<file path="config.mk">
export PLATFORM = sky130hd
export DESIGN_NAME = tpc_panel_ctrl
export DESIGN_NICKNAME = d
export VERILOG_FILES = /design/src/logic/tpc_pkg.sv /design/src/logic/tpc_key_filter.sv /design/src/logic/tpc_step_repeat.sv /design/src/logic/tpc_panel_ctrl.sv
export SDC_FILE = /design/constraint.sdc
export NUM_CORES = 1
export LEC_CHECK = 0
export ABC_AREA = 1
export BUFFER_PORTS_ARGS = -buffer_cell sky130_fd_sc_hd__buf_4
export CAP_MARGIN = 20
export CORE_ASPECT_RATIO = 0.8
export CORE_MARGIN = 1.5
export CORE_UTILIZATION = 55
export DETAILED_ROUTE_END_ITERATION = 10
export PLACE_DENSITY = 0.79
export SLEW_MARGIN = 20
export SYNTH_ARGS = -nofsm -noshare
export SYNTH_HDL_FRONTEND = slang
export SYNTH_SLANG_ARGS = --single-unit
</file>
<file path="constraint.sdc">
create_clock -name core_clk_in -period 2.3 [get_ports core_clk_in]
set_clock_uncertainty 0.05 [all_clocks]
set_input_delay 0.345 -clock core_clk_in [delete_from_list [all_inputs] [get_ports core_clk_in]]
set_output_delay 0.345 -clock core_clk_in [all_outputs]
set_load 0.02 [all_outputs]
</file>
<file path="src/logic/tpc_pkg.sv">
`default_nettype none
package tpc_pkg;
  localparam int CLK_HZ = 10_000_000;
  localparam int DEB_TIME_US = 10_000;
  localparam int DEB_CYC = DEB_TIME_US * (CLK_HZ / 1_000_000);
  localparam int RPT_FIRST_MS = 500;
  localparam int RPT_FIRST_CYC = RPT_FIRST_MS * (CLK_HZ / 1000);
  localparam int RPT_NEXT_MS = 200;
  localparam int RPT_NEXT_CYC = RPT_NEXT_MS * (CLK_HZ / 1000);

  localparam logic [3:0] REG_CTRL_OFS = 4'h0;
  localparam logic [3:0] REG_STAT_OFS = 4'h4;
  localparam logic [3:0] REG_CODE_OFS = 4'h8;
  localparam int CTRL_INHIBIT_BIT = 0;
  localparam logic CTRL_INHIBIT_RST = 1'h0;
  localparam int STAT_MODE_LSB = 0;
  localparam int STAT_LAMP_LSB = 4;
  localparam int STAT_DISP_LSB = 16;
  localparam int STAT_FAULT_BIT = 24;
  localparam int CODE_FAULT_LSB = 0;
  localparam int CODE_SUB_LSB = 8;

  localparam logic [7:0] OP_FIRST = 8'h01;
  localparam logic [7:0] OP_LAST = 8'h03;
  localparam logic [7:0] SVC_FIRST = 8'h00;
  localparam logic [3:0] UNITS_MAX = 4'h9;
  localparam logic [7:0] DISP_BLANK = 8'h00;

  typedef enum logic [2:0] {
    MODE_STANDBY,
    MODE_READY,
    MODE_ONLINE,
    MODE_DIAG_OP,
    MODE_DIAG_SVC
  } tpc_mode_t;

  typedef struct packed {
    logic power_up;
    logic standby;
    logic mount;
    logic eject;
    logic attach;
    logic clear;
    logic test;
    logic step;
    logic execute;
    logic service;
  } tpc_keys_t;

  typedef struct packed {
    logic       mains_ok;
    logic       threaded;
    logic       loaded;
    logic       at_bot;
    logic       write_ring;
    logic       addr_equal;
    logic       decoder_ok;
    logic       busy;
    logic       fault_event;
    logic       test_done;
    logic [7:0] fault_code;
    logic [7:0] sub_code;
  } tpc_xport_t;

  typedef struct packed {
    logic load;
    logic rewind;
    logic unload;
    logic slow_unload;
    logic stop;
    logic abort;
    logic err_clear;
    logic test_start;
  } tpc_cmd_t;

  typedef struct packed {
    logic power_ready;
    logic tape_start;
    logic online;
    logic write_lock;
    logic addr_match;
    logic fault_diag;
    logic selftest_mode;
  } tpc_lamps_t;
endpackage
`default_nettype wire

</file>
<file path="src/logic/tpc_key_filter.sv">
`default_nettype none
module tpc_key_filter #(
  parameter int W       = 10,
  parameter int DEB_CYC = 100_000
) (
  input  wire logic         core_clk_in,
  input  wire logic         rst_n_in,
  input  wire logic [W-1:0] raw_in,
  output logic [W-1:0]      level_out,
  output logic [W-1:0]      press_out
);
  localparam int CW = $clog2(DEB_CYC + 1);
  localparam logic [CW-1:0] CNT_END = CW'(DEB_CYC - 1);

  typedef struct packed {
    logic [W-1:0]          s1;
    logic [W-1:0]          s2;
    logic [W-1:0]          s3;
    logic [W-1:0]          level;
    logic [W-1:0]          press;
    logic [W-1:0][CW-1:0]  cnt;
  } tpc_filt_st_t;

  tpc_filt_st_t st_reg;
  tpc_filt_st_t st_next;

  // A key changes only after its synchronised level stays put for the whole count.
  always_comb
  begin
    st_next = st_reg;
    st_next.s1 = raw_in;
    st_next.s2 = st_reg.s1;
    st_next.s3 = st_reg.s2;
    st_next.press = '0;
    for (int i = 0; i < W; i++)
    begin
      if (st_reg.s2[i] == st_reg.s3[i] && st_reg.s3[i] != st_reg.level[i])
      begin
        if (st_reg.cnt[i] == CNT_END)
        begin
          st_next.level[i] = st_reg.s3[i];
          st_next.press[i] = st_reg.s3[i];
          st_next.cnt[i] = '0;
        end
        else
        begin
          st_next.cnt[i] = st_reg.cnt[i] + 1'b1;
        end
      end
      else
      begin
        st_next.cnt[i] = '0;
      end
    end
  end

  always_ff @(posedge core_clk_in)
  begin
    if (!rst_n_in)
      st_reg <= '0;
    else
      st_reg <= st_next;
  end

  assign level_out = st_reg.level;
  assign press_out = st_reg.press;
endmodule
`default_nettype wire

</file>
<file path="src/logic/tpc_step_repeat.sv">
`default_nettype none
module tpc_step_repeat #(
  parameter int FIRST = 5_000_000,
  parameter int NEXT  = 2_000_000
) (
  input  wire logic core_clk_in,
  input  wire logic rst_n_in,
  input  wire logic held_in,
  input  wire logic press_in,
  output logic      tick_out
);
  localparam int CW = $clog2(FIRST + 1);

  typedef struct packed {
    logic [CW-1:0] cnt;
    logic          tick;
  } tpc_rpt_st_t;

  tpc_rpt_st_t st_reg;
  tpc_rpt_st_t st_next;

  // The press itself ticks once, then a long wait, then ticks at the shorter pace.
  always_comb
  begin
    st_next = st_reg;
    st_next.tick = 1'b0;
    if (press_in)
    begin
      st_next.tick = 1'b1;
      st_next.cnt = CW'(FIRST - 1);
    end
    else if (held_in)
    begin
      if (st_reg.cnt == '0)
      begin
        st_next.tick = 1'b1;
        st_next.cnt = CW'(NEXT - 1);
      end
      else
      begin
        st_next.cnt = st_reg.cnt - 1'b1;
      end
    end
    else
    begin
      st_next.cnt = '0;
    end
  end

  always_ff @(posedge core_clk_in)
  begin
    if (!rst_n_in)
      st_reg <= '0;
    else
      st_reg <= st_next;
  end

  assign tick_out = st_reg.tick;
endmodule
`default_nettype wire

</file>
<file path="src/logic/tpc_panel_ctrl.sv">
// The address map and the Avalon-MM register port are this design's own decisions.
`default_nettype none
// Behaviour
// - Power-up key with mains present powers logic; ready lamp follows.
// - Tape start lamp follows the beginning-of-tape sensor.
// - Mount key loads threaded tape, or rewinds loaded tape.
// - Eject unloads at start, rewinds beyond it, slow-unloads threaded tape.
// - Attach key with tape loaded goes on-line and lights its lamp.
// - On-line, only clear and standby keys are obeyed.
// - Missing write ring lights lock lamp and blocks writes.
// - Address lamp needs address match, working decoder, no diagnostics.
// - Clear takes unit off-line, stops motion, clears latched errors.
// - Clear also aborts load or rewind and clears fault and test state.
// - Fault lamp lights in fault or diagnostics; display shows the code.
// - Self-test lamp stays lit from diagnostic entry until clear or standby.
// - Test key enters diagnostics only with tape threaded, not loaded.
// - Operator tests start at 01; step adds one up to 03.
// - Execute starts the test whose number is displayed.
// - Service key held with test enters service tests showing 00.
// - Service step adds one to units within 0 to 9; holding repeats.
// - Test after steps moves units to tens and clears units; old tens are lost.
// - Sub-fault code shows while service key is held, then fault returns.
module tpc_panel_ctrl #(
  parameter int DEB_CYC   = tpc_pkg::DEB_CYC,
  parameter int RPT_FIRST = tpc_pkg::RPT_FIRST_CYC,
  parameter int RPT_NEXT  = tpc_pkg::RPT_NEXT_CYC
) (
  input  wire logic               core_clk_in,
  input  wire logic               rst_n_in,
  input  wire tpc_pkg::tpc_keys_t  keys_in,
  input  wire tpc_pkg::tpc_xport_t xport_in,
  input  wire logic [3:0]         avs_address_in,
  input  wire logic               avs_read_in,
  input  wire logic               avs_write_in,
  input  wire logic [31:0]        avs_writedata_in,
  input  wire logic [3:0]         avs_byteenable_in,
  output logic [31:0]             avs_readdata_out,
  output logic                    avs_waitrequest_out,
  output tpc_pkg::tpc_lamps_t     lamps_out,
  output tpc_pkg::tpc_cmd_t       cmd_out,
  output logic [7:0]              display_out,
  output logic [7:0]              test_num_out,
  output logic                    logic_power_out,
  output logic                    host_online_out,
  output logic                    write_permit_out
);
  typedef struct packed {
    tpc_pkg::tpc_mode_t  mode;
    logic                fault_lat;
    logic                term_lat;
    logic [7:0]          fault_code;
    logic [7:0]          sub_code;
    logic [7:0]          diag_num;
    logic                stepped;
    logic                inhibit;
    logic                wait_r;
    logic [31:0]         rdata;
    tpc_pkg::tpc_lamps_t lamps;
    tpc_pkg::tpc_cmd_t   cmd;
    logic [7:0]          disp;
    logic [7:0]          test_num;
    logic                power;
    logic                online;
    logic                wpermit;
  } tpc_main_st_t;

  tpc_main_st_t       st_reg;
  tpc_main_st_t       st_next;
  tpc_pkg::tpc_keys_t key_lvl;
  tpc_pkg::tpc_keys_t key_prs;
  logic               step_tick;
  logic               bus_req;
  logic               op_ok;
  logic               bare;

  function automatic logic is_diag(input tpc_pkg::tpc_mode_t m);
    is_diag = (m == tpc_pkg::MODE_DIAG_OP) || (m == tpc_pkg::MODE_DIAG_SVC);
  endfunction

  tpc_key_filter #(
    .W       ($bits(tpc_pkg::tpc_keys_t)),
    .DEB_CYC (DEB_CYC)
  ) u_filter (
    .core_clk_in (core_clk_in),
    .rst_n_in    (rst_n_in),
    .raw_in      (keys_in),
    .level_out   (key_lvl),
    .press_out   (key_prs)
  );

  tpc_step_repeat #(
    .FIRST (RPT_FIRST),
    .NEXT  (RPT_NEXT)
  ) u_repeat (
    .core_clk_in (core_clk_in),
    .rst_n_in    (rst_n_in),
    .held_in     (key_lvl.step),
    .press_in    (key_prs.step),
    .tick_out    (step_tick)
  );

  assign bus_req = avs_read_in | avs_write_in;
  assign op_ok = !st_reg.inhibit;
  assign bare = xport_in.threaded && !xport_in.loaded;

  always_comb
  begin
    st_next = st_reg;
    st_next.cmd = '0;
    case (st_reg.mode)
      tpc_pkg::MODE_STANDBY:
      begin
        if (key_prs.power_up && xport_in.mains_ok)
          st_next.mode = tpc_pkg::MODE_READY;
      end
      tpc_pkg::MODE_READY:
      begin
        if (key_prs.mount && op_ok)
        begin
          if (xport_in.loaded)
            st_next.cmd.rewind = 1'b1;
          else if (xport_in.threaded)
            st_next.cmd.load = 1'b1;
        end
        if (key_prs.eject && op_ok)
        begin
          if (xport_in.loaded && xport_in.at_bot)
            st_next.cmd.unload = 1'b1;
          else if (xport_in.loaded)
            st_next.cmd.rewind = 1'b1;
          else if (xport_in.threaded)
            st_next.cmd.slow_unload = 1'b1;
        end
        if (key_prs.attach && op_ok && xport_in.loaded)
          st_next.mode = tpc_pkg::MODE_ONLINE;
        if (key_prs.test && op_ok && bare)
        begin
          st_next.stepped = 1'b0;
          st_next.term_lat = 1'b0;
          if (key_lvl.service)
          begin
            st_next.mode = tpc_pkg::MODE_DIAG_SVC;
            st_next.diag_num = tpc_pkg::SVC_FIRST;
          end
          else
          begin
            st_next.mode = tpc_pkg::MODE_DIAG_OP;
            st_next.diag_num = tpc_pkg::OP_FIRST;
          end
        end
      end
      tpc_pkg::MODE_ONLINE:
      begin
        // Every other key is dropped here.
        st_next.mode = tpc_pkg::MODE_ONLINE;
      end
      tpc_pkg::MODE_DIAG_OP:
      begin
        if (key_prs.step && st_reg.diag_num != tpc_pkg::OP_LAST)
          st_next.diag_num = st_reg.diag_num + 8'h01;
      end
      tpc_pkg::MODE_DIAG_SVC:
      begin
        if (step_tick)
        begin
          st_next.stepped = 1'b1;
          if (st_reg.diag_num[3:0] == tpc_pkg::UNITS_MAX)
            st_next.diag_num[3:0] = 4'h0;
          else
            st_next.diag_num[3:0] = st_reg.diag_num[3:0] + 4'h1;
        end
        else if (key_prs.test && st_reg.stepped)
        begin
          st_next.diag_num = {st_reg.diag_num[3:0], 4'h0};
          st_next.stepped = 1'b0;
        end
      end
      default:
      begin
        st_next.mode = tpc_pkg::MODE_STANDBY;
      end
    endcase

    if (is_diag(st_reg.mode) && key_prs.execute)
    begin
      st_next.cmd.test_start = 1'b1;
      st_next.test_num = st_reg.diag_num;
      st_next.term_lat = 1'b0;
    end

    if (key_prs.clear && st_reg.mode != tpc_pkg::MODE_STANDBY)
    begin
      st_next.mode = tpc_pkg::MODE_READY;
      st_next.cmd.stop = 1'b1;
      st_next.cmd.err_clear = 1'b1;
      st_next.cmd.abort = xport_in.busy;
      st_next.fault_lat = 1'b0;
      st_next.term_lat = 1'b0;
      st_next.diag_num = tpc_pkg::DISP_BLANK;
      st_next.stepped = 1'b0;
    end
    if (key_prs.standby)
    begin
      st_next.mode = tpc_pkg::MODE_STANDBY;
      st_next.cmd.stop = 1'b1;
    end

    // A fault event arriving with a clear is kept, so it lands after it; a test end is dropped once the mode leaves diagnostics.
    if (xport_in.fault_event)
    begin
      st_next.fault_lat = 1'b1;
      st_next.fault_code = xport_in.fault_code;
      st_next.sub_code = xport_in.sub_code;
    end
    if (xport_in.test_done && is_diag(st_next.mode))
    begin
      st_next.term_lat = 1'b1;
      st_next.fault_code = xport_in.fault_code;
      st_next.sub_code = xport_in.sub_code;
    end

    st_next.power = st_next.mode != tpc_pkg::MODE_STANDBY;
    st_next.lamps.power_ready = st_next.power;
    st_next.lamps.tape_start = xport_in.at_bot;
    st_next.online = st_next.mode == tpc_pkg::MODE_ONLINE;
    st_next.lamps.online = st_next.online;
    st_next.lamps.write_lock = !xport_in.write_ring;
    st_next.wpermit = xport_in.write_ring;
    st_next.lamps.addr_match = xport_in.addr_equal && xport_in.decoder_ok
                               && !is_diag(st_next.mode);
    st_next.lamps.selftest_mode = is_diag(st_next.mode);
    st_next.lamps.fault_diag = st_next.fault_lat || st_next.term_lat
                               || is_diag(st_next.mode);
    if ((st_next.fault_lat || st_next.term_lat) && key_lvl.service
        && !(is_diag(st_next.mode) && !st_next.term_lat))
      st_next.disp = st_next.sub_code;
    else if (st_next.term_lat || (st_next.fault_lat && !is_diag(st_next.mode)))
      st_next.disp = st_next.fault_code;
    else if (is_diag(st_next.mode))
      st_next.disp = st_next.diag_num;
    else
      st_next.disp = tpc_pkg::DISP_BLANK;

    // One wait cycle, then the answer; read data is held with it.
    st_next.wait_r = !(bus_req && st_reg.wait_r);
    if (bus_req && st_reg.wait_r)
    begin
      st_next.rdata = '0;
      if (avs_read_in)
      begin
        case (avs_address_in)
          tpc_pkg::REG_CTRL_OFS:
            st_next.rdata[tpc_pkg::CTRL_INHIBIT_BIT] = st_reg.inhibit;
          tpc_pkg::REG_STAT_OFS:
          begin
            st_next.rdata[tpc_pkg::STAT_MODE_LSB +: 3] = st_reg.mode;
            st_next.rdata[tpc_pkg::STAT_LAMP_LSB +: 7] = st_reg.lamps;
            st_next.rdata[tpc_pkg::STAT_DISP_LSB +: 8] = st_reg.disp;
            st_next.rdata[tpc_pkg::STAT_FAULT_BIT] = st_reg.fault_lat;
          end
          tpc_pkg::REG_CODE_OFS:
          begin
            st_next.rdata[tpc_pkg::CODE_FAULT_LSB +: 8] = st_reg.fault_code;
            st_next.rdata[tpc_pkg::CODE_SUB_LSB +: 8] = st_reg.sub_code;
          end
          default:
            st_next.rdata = '0;
        endcase
      end
    end
    if (avs_write_in && !st_reg.wait_r && avs_byteenable_in[0]
        && avs_address_in == tpc_pkg::REG_CTRL_OFS)
      st_next.inhibit = avs_writedata_in[tpc_pkg::CTRL_INHIBIT_BIT];
  end

  always_ff @(posedge core_clk_in)
  begin
    if (!rst_n_in)
    begin
      st_reg <= '0;
      st_reg.wait_r <= 1'b1;
      st_reg.inhibit <= tpc_pkg::CTRL_INHIBIT_RST;
    end
    else
    begin
      st_reg <= st_next;
    end
  end

  assign avs_readdata_out = st_reg.rdata;
  assign avs_waitrequest_out = st_reg.wait_r;
  assign lamps_out = st_reg.lamps;
  assign cmd_out = st_reg.cmd;
  assign display_out = st_reg.disp;
  assign test_num_out = st_reg.test_num;
  assign logic_power_out = st_reg.power;
  assign host_online_out = st_reg.online;
  assign write_permit_out = st_reg.wpermit;
endmodule
`default_nettype wire

</file>
==> results of run 1 <==
[metal layers]
| layer | wire (µm) | part of all wire [%] |
|---|---|---|
| met5 | 0 | 0 |
| met3 | 1690 | 5.4 |
| met2 | 14100 | 46 |
| met4 | 607 | 2.0 |
| met1 | 14600 | 47 |
[stage by stage]
step | std cells | setup slack [ns]
after global routing | 2525 | -0.0520
after floorplan | 2059 | 0.279
after global placement | 2448 | 0.123
after CTS | 2519 | 0.0607
after detailed placement | 2448 | 0.0472
final | 2525 | 0.152
[cell usage in the layout, fill, tap and decap left out, types with 9 or more instances in the layout]
| cell type | synthesis | final |
|---|---|---|
| sky130_fd_sc_hd__inv_1 | 298 | 297 |
| sky130_fd_sc_hd__nand4_1 | 33 | 33 |
| sky130_fd_sc_hd__nand2_1 | 436 | 432 |
| sky130_fd_sc_hd__nand3_1 | 98 | 96 |
| sky130_fd_sc_hd__or2_2 | 11 | 11 |
| sky130_fd_sc_hd__xor2_1 | 36 | 36 |
| sky130_fd_sc_hd__xnor2_1 | 14 | 14 |
| sky130_fd_sc_hd__o21ai_0 | 73 | 73 |
| sky130_fd_sc_hd__buf_4 | 63 | 140 |
| sky130_fd_sc_hd__dlygate4sd3_1 | 0 | 16 |
| sky130_fd_sc_hd__a21oi_1 | 122 | 122 |
| sky130_fd_sc_hd__dfxtp_1 | 332 | 330 |
| sky130_fd_sc_hd__nor2_1 | 243 | 236 |
| sky130_fd_sc_hd__a31oi_1 | 17 | 17 |
| sky130_fd_sc_hd__nor3_1 | 96 | 88 |
| sky130_fd_sc_hd__nor3b_1 | 20 | 19 |
| sky130_fd_sc_hd__clkbuf_16 | 0 | 31 |
| sky130_fd_sc_hd__ha_1 | 13 | 12 |
| sky130_fd_sc_hd__nor4_1 | 27 | 26 |
| sky130_fd_sc_hd__o21a_1 | 9 | 9 |
[how the worst max path moves through the flow]
| stage | start | to | slack (ns) | cells after the start |
|---|---|---|---|---|
| 5_1_grt | u_repeat.st_reg[3] | u_repeat.st_reg[22] | -0.05 | 12 |
| 3_5_place_dp | xport_in[23] | display_out[1] | 0.05 | 16 |
| 2_1_floorplan | u_repeat.st_reg[1] | u_repeat.st_reg[10] | 0.28 | 13 |
| 3_3_place_gp | xport_in[23] | display_out[0] | 0.12 | 16 |
| 6_report | u_repeat.st_reg[1] | u_repeat.st_reg[21] | 0.15 | 14 |
| 4_1_cts | u_repeat.st_reg[1] | u_repeat.st_reg[15] | 0.06 | 13 |
[cells by family after synthesis]
| group | share of synthesized area [%] |
|---|---|
| xor+xnor | 2.95 |
| simple gates | 29.2 |
| fa+ha+maj | 1.10 |
| flops | 44.8 |
| buf+inv | 12.0 |
| other cells | 0.0253 |
| compound gates | 9.88 |
[where the power goes]
group	internal, mW	total (mW)	switching [mW]
clock network	3.10	5.27	2.17
registers	5.81	5.84	0.0355
logic	0.156	0.385	0.229
[layout make-up]
| type | instances | share of cell area, % |
|---|---|---|
| Sequential cell | 332 | 39.0 |
| Multi-Input combinational cell | 1319 | 38.3 |
| Clock inverter | 15 | 1.08 |
| Timing Repair Buffer | 158 | 7.28 |
| Inverter | 304 | 6.68 |
| Tap cell | 357 | 2.62 |
| Clock buffer | 40 | 5.09 |
[worst max-delay path: cells and delay by family, from the launching register on]
kind                       cells  cell delay (ns)
adders and majority gates      1             0.17
buffers and inverters          4             0.41
and+or+nand+nor                7             0.89
AOI/OAI and AO/OA              2             0.20
DFF                            1             0.33
[what timing repair did]
| item | in CTS | in global routing |
|---|---|---|
| endpoints found under the hold margin | 17 | 0 |
| endpoints found under the setup margin | 4 | 40 |
| gates resized for setup | 1 | 32 |
| hold buffers | 16 | 0 |
| setup buffers | 0 | 6 |
| pin swaps | 0 | 7 |
==> impl_metrics.xml, run 1 <==
<?xml version="1.0" encoding="UTF-8"?>
<metrics>
  <group name="layout">
    <metric name="largest_register_ff_count" unit="">180</metric>
    <metric name="fill_cells" unit="">2261</metric>
    <metric name="layout.cell_area.non_filler" unit="µm²">17100</metric>
    <metric name="multi_input_area" unit="µm²">6540</metric>
    <metric name="finalCoreUtilization" unit="%">64.7</metric>
    <metric name="final_net_count" unit="">2239</metric>
    <metric name="sequential_cell_area" unit="µm²">6650</metric>
    <metric name="fraction_of_layout_cells_with_a_size_suffix_above_1" unit="%">11.7</metric>
    <metric name="layout_area_overhead" unit="%">15.2</metric>
    <metric name="insertedDiodeCount" unit="">0</metric>
  </group>
  <group name="synthesis">
    <metric name="synthCells" unit="">2053</metric>
    <metric name="post-synth-top-area-cell" unit="">sky130_fd_sc_hd__dfxtp_1</metric>
    <metric name="async_reset_ff_share" unit="%">0</metric>
    <metric name="synth_edf_count" unit="">0</metric>
    <metric name="synth-seq-cells" unit="">332</metric>
    <metric name="yosys_warnings" unit="">0</metric>
    <metric name="synth_sequential_area_ratio" unit="%">44.8</metric>
    <metric name="synthTopCellsByCount" unit="">sky130_fd_sc_hd__nand2_1, sky130_fd_sc_hd__dfxtp_1, sky130_fd_sc_hd__inv_1</metric>
    <metric name="yosysMostFrequentCell" unit="">sky130_fd_sc_hd__nand2_1</metric>
    <metric name="syn_area" unit="µm²">14800</metric>
    <metric name="ys_top_cells_by_area" unit="">sky130_fd_sc_hd__dfxtp_1, sky130_fd_sc_hd__nand2_1, sky130_fd_sc_hd__inv_1</metric>
    <metric name="synthesis.area_per_instance" unit="µm²">7.22</metric>
    <metric name="prevailing_post_synth_register_cell" unit="">sky130_fd_sc_hd__dfxtp_1</metric>
    <metric name="top_cell_type_s_share_of_synthesized_area" unit="%">44.8</metric>
    <metric name="ys_types" unit="">48</metric>
  </group>
  <group name="critical_path">
    <metric name="crit_chain" unit="">inv_2 -&gt; ha_4 -&gt; nand3_2 -&gt; nor2_4 -&gt; inv_1 -&gt; nor2_2 -&gt; inv_1 -&gt; nor3_2 -&gt; nand2_2 -&gt; buf_4 -&gt; nor2_1 -&gt; nand2_1 -&gt; o21ai_0 -&gt; a21oi_1</metric>
    <metric name="cpMostUsedCell" unit="">sky130_fd_sc_hd__inv_1</metric>
    <metric name="worst_r2r_startpoint" unit="">u_repeat.st_reg[1]</metric>
    <metric name="type_of_element_launching_the_critical_path" unit="">flop</metric>
    <metric name="r2r_end" unit="">u_repeat.st_reg[21]</metric>
    <metric name="reg2reg_slack" unit="ns">0.15</metric>
    <metric name="timing.setup.critical_path_class" unit="">flop to flop</metric>
    <metric name="slowest_delay" unit="ns">0.33</metric>
    <metric name="critical_path_peak_fanout" unit="">4</metric>
    <metric name="worst-endpoint-required" unit="ns">2.71</metric>
    <metric name="crit_path_end_kind" unit="">flop</metric>
    <metric name="reg2reg_depth" unit="">14</metric>
    <metric name="critical_path_arrival" unit="ns">2.55</metric>
    <metric name="worst_path_max_delay_cell" unit="">sky130_fd_sc_hd__dfxtp_1</metric>
  </group>
  <group name="die">
    <metric name="die-height" unit="µm">150</metric>
    <metric name="fp.dieArea" unit="µm²">28000</metric>
    <metric name="floorplan.core_area" unit="µm²">26400</metric>
    <metric name="pin_count" unit="">147</metric>
    <metric name="num_rows" unit="">53</metric>
    <metric name="start_util" unit="%">56.2</metric>
    <metric name="die_x" unit="µm">187</metric>
  </group>
  <group name="clocking">
    <metric name="cts_inserted_buffers" unit="">31</metric>
    <metric name="clock_tree.buffer_depth" unit="">3</metric>
    <metric name="clk-insertion-delay-late" unit="ns">0.56</metric>
    <metric name="clock_tree_from_tritoncts" unit="">built</metric>
    <metric name="clk_root_buffer_cell" unit="">sky130_fd_sc_hd__clkbuf_16</metric>
    <metric name="h-tree-depth" unit="">1</metric>
    <metric name="clk_pin_slew" unit="ns">0.07</metric>
    <metric name="clock_sinks" unit="">332</metric>
  </group>
  <group name="hold_path">
    <metric name="hold_path.startpoint" unit="">avs_writedata_in[0]</metric>
    <metric name="worstHoldEndpoint" unit="">st_reg[67]</metric>
    <metric name="hold_path_depth" unit="">3</metric>
    <metric name="hp-class" unit="">input pin to flop</metric>
  </group>
  <group name="sta">
    <metric name="period_share" unit="%">93.4</metric>
    <metric name="report.final.hold_viol_count" unit="">0</metric>
    <metric name="layout_min_cycle_time" unit="ns">2.15</metric>
    <metric name="max_slew.worst_pin.slew" unit="ns">0.628</metric>
    <metric name="clock.fmax" unit="MHz">466</metric>
    <metric name="max_slew_margin" unit="%">58.1</metric>
    <metric name="setup_total_negative_slack" unit="ns">0</metric>
    <metric name="timing_max_transition_violations_final" unit="">0</metric>
    <metric name="setup-violations-final" unit="">0</metric>
    <metric name="hold_ws" unit="ns">0.0280</metric>
  </group>
  <group name="global_route">
    <metric name="grt.busiest_layer" unit="">met2</metric>
    <metric name="globalRouteMet1Util" unit="%">29.8</metric>
    <metric name="grt_antenna_before_repair" unit="">0</metric>
    <metric name="grtUsageMet2" unit="%">36.5</metric>
    <metric name="track_usage" unit="%">21.9</metric>
    <metric name="grt.overflow.total" unit="">0</metric>
    <metric name="first_global_vias" unit="">11700</metric>
    <metric name="grtUsageMet3" unit="%">3.56</metric>
    <metric name="grt_first_pass_wirelength" unit="µm">52400</metric>
    <metric name="grt_start_max_net_pins" unit="">52</metric>
  </group>
  <group name="power_and_ir_drop">
    <metric name="peakVddDrop" unit="mV">0.519</metric>
    <metric name="power_per_cell_area" unit="nW/µm²">674</metric>
    <metric name="leakage" unit="nW">7.26</metric>
    <metric name="finalPower" unit="mW">11.5</metric>
  </group>
  <group name="placed_design">
    <metric name="hpwl" unit="µm">22300</metric>
    <metric name="post_dp_cell_area" unit="µm²">15700</metric>
    <metric name="port_buffers" unit="">105</metric>
    <metric name="global_placer_s_final_weighted_congestion" unit="">0.893</metric>
  </group>
  <group name="drt">
    <metric name="num_vias" unit="">12900</metric>
    <metric name="detailedRoute.firstIterationViolations" unit="">805</metric>
    <metric name="antenna_violating_nets_post_route" unit="">0</metric>
    <metric name="via_per_inst" unit="">5.10</metric>
    <metric name="wire_length_reported_by_the_detailed_router" unit="µm">31100</metric>
    <metric name="drcViolationCount" unit="">0</metric>
    <metric name="drt-wirelength-per-cell" unit="µm">12.3</metric>
    <metric name="drt_pass1_iterations" unit="">7</metric>
  </group>
  <group name="run">
    <metric name="cap_viol_max_count" unit="">0</metric>
  </group>
  <group name="outcome">
    <metric name="outcome" unit="">completed</metric>
  </group>
</metrics>
(Power assumes the default switching activity.)
==> inputs of run 2 (changes only) <==
CORE_UTILIZATION = 31   (was 55)
MAX_ROUTING_LAYER = met4   (was not set)
PLACE_DENSITY = 0.51   (was 0.79)
==> impl_metrics.xml, run 2 (synthesized netlist as in run 1, its figures left out) <==
<?xml version="1.0" encoding="UTF-8"?>
<metrics>
  <group name="outcome">
    <metric name="outcome" unit="">completed</metric>
  </group>
  <group name="die">
    <metric name="fp.dieArea" unit="µm²">49100</metric>
    <metric name="pin_count" unit="">147</metric>
    <metric name="die-height" unit="µm">199</metric>
    <metric name="die_x" unit="µm">247</metric>
    <metric name="floorplan.core_area" unit="µm²">47100</metric>
    <metric name="num_rows" unit="">71</metric>
    <metric name="start_util" unit="%">31.5</metric>
  </group>
  <group name="clocking">
    <metric name="clock_sinks" unit="">332</metric>
    <metric name="clk_root_buffer_cell" unit="">sky130_fd_sc_hd__clkbuf_16</metric>
    <metric name="cts_inserted_buffers" unit="">37</metric>
    <metric name="clk-insertion-delay-late" unit="ns">0.54</metric>
    <metric name="h-tree-depth" unit="">2</metric>
    <metric name="clk_pin_slew" unit="ns">0.06</metric>
    <metric name="clock_tree.buffer_depth" unit="">3</metric>
    <metric name="clock_tree_from_tritoncts" unit="">built</metric>
  </group>
  <group name="sta">
    <metric name="hold_ws" unit="ns">0.0320</metric>
    <metric name="setup_total_negative_slack" unit="ns">0</metric>
    <metric name="period_share" unit="%">92.6</metric>
    <metric name="max_slew.worst_pin.slew" unit="ns">0.671</metric>
    <metric name="layout_min_cycle_time" unit="ns">2.13</metric>
    <metric name="max_slew_margin" unit="%">55.1</metric>
    <metric name="grt_setup_unrepaired" unit="">true</metric>
    <metric name="clock.fmax" unit="MHz">470</metric>
    <metric name="setup-violations-final" unit="">0</metric>
    <metric name="timing_max_transition_violations_final" unit="">0</metric>
    <metric name="report.final.hold_viol_count" unit="">0</metric>
  </group>
  <group name="drt">
    <metric name="antenna_violating_nets_post_route" unit="">0</metric>
    <metric name="met3_length" unit="µm">1480</metric>
    <metric name="num_vias" unit="">12700</metric>
    <metric name="via_per_inst" unit="">4.51</metric>
    <metric name="top_layer_used_by_detailed_routing" unit="">met4</metric>
    <metric name="wire_length_reported_by_the_detailed_router" unit="µm">34300</metric>
    <metric name="detailroute.wirelength.met2" unit="µm">14600</metric>
    <metric name="drcViolationCount" unit="">0</metric>
    <metric name="met1_wl" unit="µm">17500</metric>
    <metric name="drt-wirelength-per-cell" unit="µm">12.2</metric>
    <metric name="detailedRoute.firstIterationViolations" unit="">599</metric>
    <metric name="drt_pass1_iterations" unit="">5</metric>
  </group>
  <group name="critical_path">
    <metric name="crit_path_end_kind" unit="">flop</metric>
    <metric name="critical_path_peak_fanout" unit="">8</metric>
    <metric name="type_of_element_launching_the_critical_path" unit="">flop</metric>
    <metric name="critical_path_arrival" unit="ns">2.50</metric>
    <metric name="worst-endpoint-required" unit="ns">2.67</metric>
    <metric name="timing.setup.critical_path_class" unit="">flop to flop</metric>
  </group>
  <group name="placed_design">
    <metric name="post_dp_cell_area" unit="µm²">16200</metric>
    <metric name="hpwl" unit="µm">25000</metric>
    <metric name="port_buffers" unit="">105</metric>
    <metric name="global_placer_s_final_weighted_congestion" unit="">0.854</metric>
  </group>
  <group name="layout">
    <metric name="insertedDiodeCount" unit="">0</metric>
    <metric name="finalCoreUtilization" unit="%">37.6</metric>
    <metric name="final_net_count" unit="">2260</metric>
    <metric name="fraction_of_layout_cells_with_a_size_suffix_above_1" unit="%">12.9</metric>
    <metric name="layout_commonest_cell" unit="">sky130_fd_sc_hd__nand2_1</metric>
    <metric name="most-common-layout-cells" unit="">sky130_fd_sc_hd__nand2_1, sky130_fd_sc_hd__dfxtp_1, sky130_fd_sc_hd__inv_1</metric>
    <metric name="largest_register_ff_count" unit="">180</metric>
    <metric name="layout_area_overhead" unit="%">19.5</metric>
    <metric name="layout.cell_area.non_filler" unit="µm²">17700</metric>
  </group>
  <group name="global_route">
    <metric name="grt_first_pass_wirelength" unit="µm">56800</metric>
    <metric name="first_global_vias" unit="">11800</metric>
    <metric name="grt.overflow.total" unit="">0</metric>
    <metric name="track_usage" unit="%">14.4</metric>
    <metric name="grt_antenna_before_repair" unit="">0</metric>
    <metric name="grt_start_max_net_pins" unit="">33</metric>
  </group>
  <group name="power_and_ir_drop">
    <metric name="net_switching_power_of_the_design" unit="mW">2.68</metric>
    <metric name="switching_part_of_the_total" unit="%">21.7</metric>
    <metric name="peakVddDrop" unit="mV">0.577</metric>
    <metric name="p_comb_share" unit="%">3.2</metric>
    <metric name="seq_power_share" unit="%">47.3</metric>
    <metric name="power_per_cell_area" unit="nW/µm²">698</metric>
    <metric name="power.internal" unit="mW">9.68</metric>
    <metric name="leakage" unit="nW">7.43</metric>
    <metric name="clock_power_share" unit="%">49.5</metric>
  </group>
  <group name="hold_path">
    <metric name="hp-class" unit="">input pin to flop</metric>
  </group>
  <group name="run">
    <metric name="cap_viol_max_count" unit="">0</metric>
  </group>
</metrics>
run 2: cell count changes in the layout (fill, tap and decap cells not counted), moves of 2 or more:
cell / previous run / this run
sky130_fd_sc_hd__nor2_2: 4 / 7
sky130_fd_sc_hd__clkinv_2: 8 / 5
sky130_fd_sc_hd__a21oi_2: 0 / 2
sky130_fd_sc_hd__nand2_1: 432 / 430
sky130_fd_sc_hd__clkbuf_1: 3 / 9
sky130_fd_sc_hd__nor2_4: 3 / 0
sky130_fd_sc_hd__a21oi_1: 122 / 120
sky130_fd_sc_hd__clkbuf_16: 31 / 40
sky130_fd_sc_hd__buf_4: 140 / 157
sky130_fd_sc_hd__dlygate4sd3_1: 16 / 13
run 2: worst paths after layout:
| path | cells past startpoint | end | slack, ns | startpoint |
|---|---|---|---|---|
| setup reg to reg | 15 | display_out[1] | 0.17 | st_reg[96] |
| setup / recovery | 15 | display_out[1] | 0.17 | st_reg[96] |
| hold / removal | 3 | st_reg[67] | 0.03 | avs_writedata_in[0] |
| hold reg to reg | 2 | u_filter.st_next[199] | 0.36 | u_filter.st_next[209] |
run 2: through the flow:
stage / worst slack, ns / instances / total power [mW]
2_1_floorplan: 0.279 / 2059 / 6.20
3_3_place_gp: 0.0648 / 2730 / 6.35
3_5_place_dp: 0.0454 / 2730 / 6.35
4_1_cts: 0.0382 / 2808 / 12.6
5_1_grt: -0.0251 / 2813 / 12.9
6_report: 0.170 / 2813 / 12.4
run 2: routing by layer:
metal | track usage [%] | vias up
li1 | - | 6744
met1 | 19.7 | 5712
met2 | 21.4 | 180
met3 | 2.55 | 54
met4 | 4.22 | 0
met5 | - | -
run 2: critical path, stage by stage (launching register included):
cell and delay (ns):
sky130_fd_sc_hd__dfxtp_2 0.34, sky130_fd_sc_hd__buf_4 0.16, sky130_fd_sc_hd__inv_2 0.08, sky130_fd_sc_hd__nand2_1 0.07, sky130_fd_sc_hd__o21ai_2 0.20, sky130_fd_sc_hd__nand3_2 0.12
sky130_fd_sc_hd__inv_2 0.10, sky130_fd_sc_hd__nand2_4 0.07, sky130_fd_sc_hd__nand2_2 0.10, sky130_fd_sc_hd__nand3_4 0.15, sky130_fd_sc_hd__nand3_4 0.16, sky130_fd_sc_hd__nand2_4 0.11
sky130_fd_sc_hd__nand2_4 0.14, sky130_fd_sc_hd__inv_2 0.05, sky130_fd_sc_hd__nand2_1 0.07, sky130_fd_sc_hd__nand2_1 0.05
run 2: power groups by stage:
stage	clock network (mW)	registers, mW	logic, mW
after global routing	6.57	5.84	0.452
final	6.12	5.84	0.400
after detailed placement	0	5.97	0.382
after floorplan	0	5.96	0.238
after global placement	0	5.97	0.379
after CTS	6.34	5.84	0.400
run 2: layout make-up:
type                       instances  area [µm²]
multi-input combinational       1319        6540
clock buffer                      53        1080
sequential                       332        6650
inverter                         304        1140
tap                              620         776
fill                            4964       29400
clock inverter                    12         169
timing repair buffer             173        1370
run 2: timing repair:
item | in CTS | in global routing
hold buffers | 13 | 0
buffers inserted | 0 | 4
endpoints found under the hold margin | 15 | 0
resized for setup | 0 | 37
endpoints found under the setup margin | 0 | 33
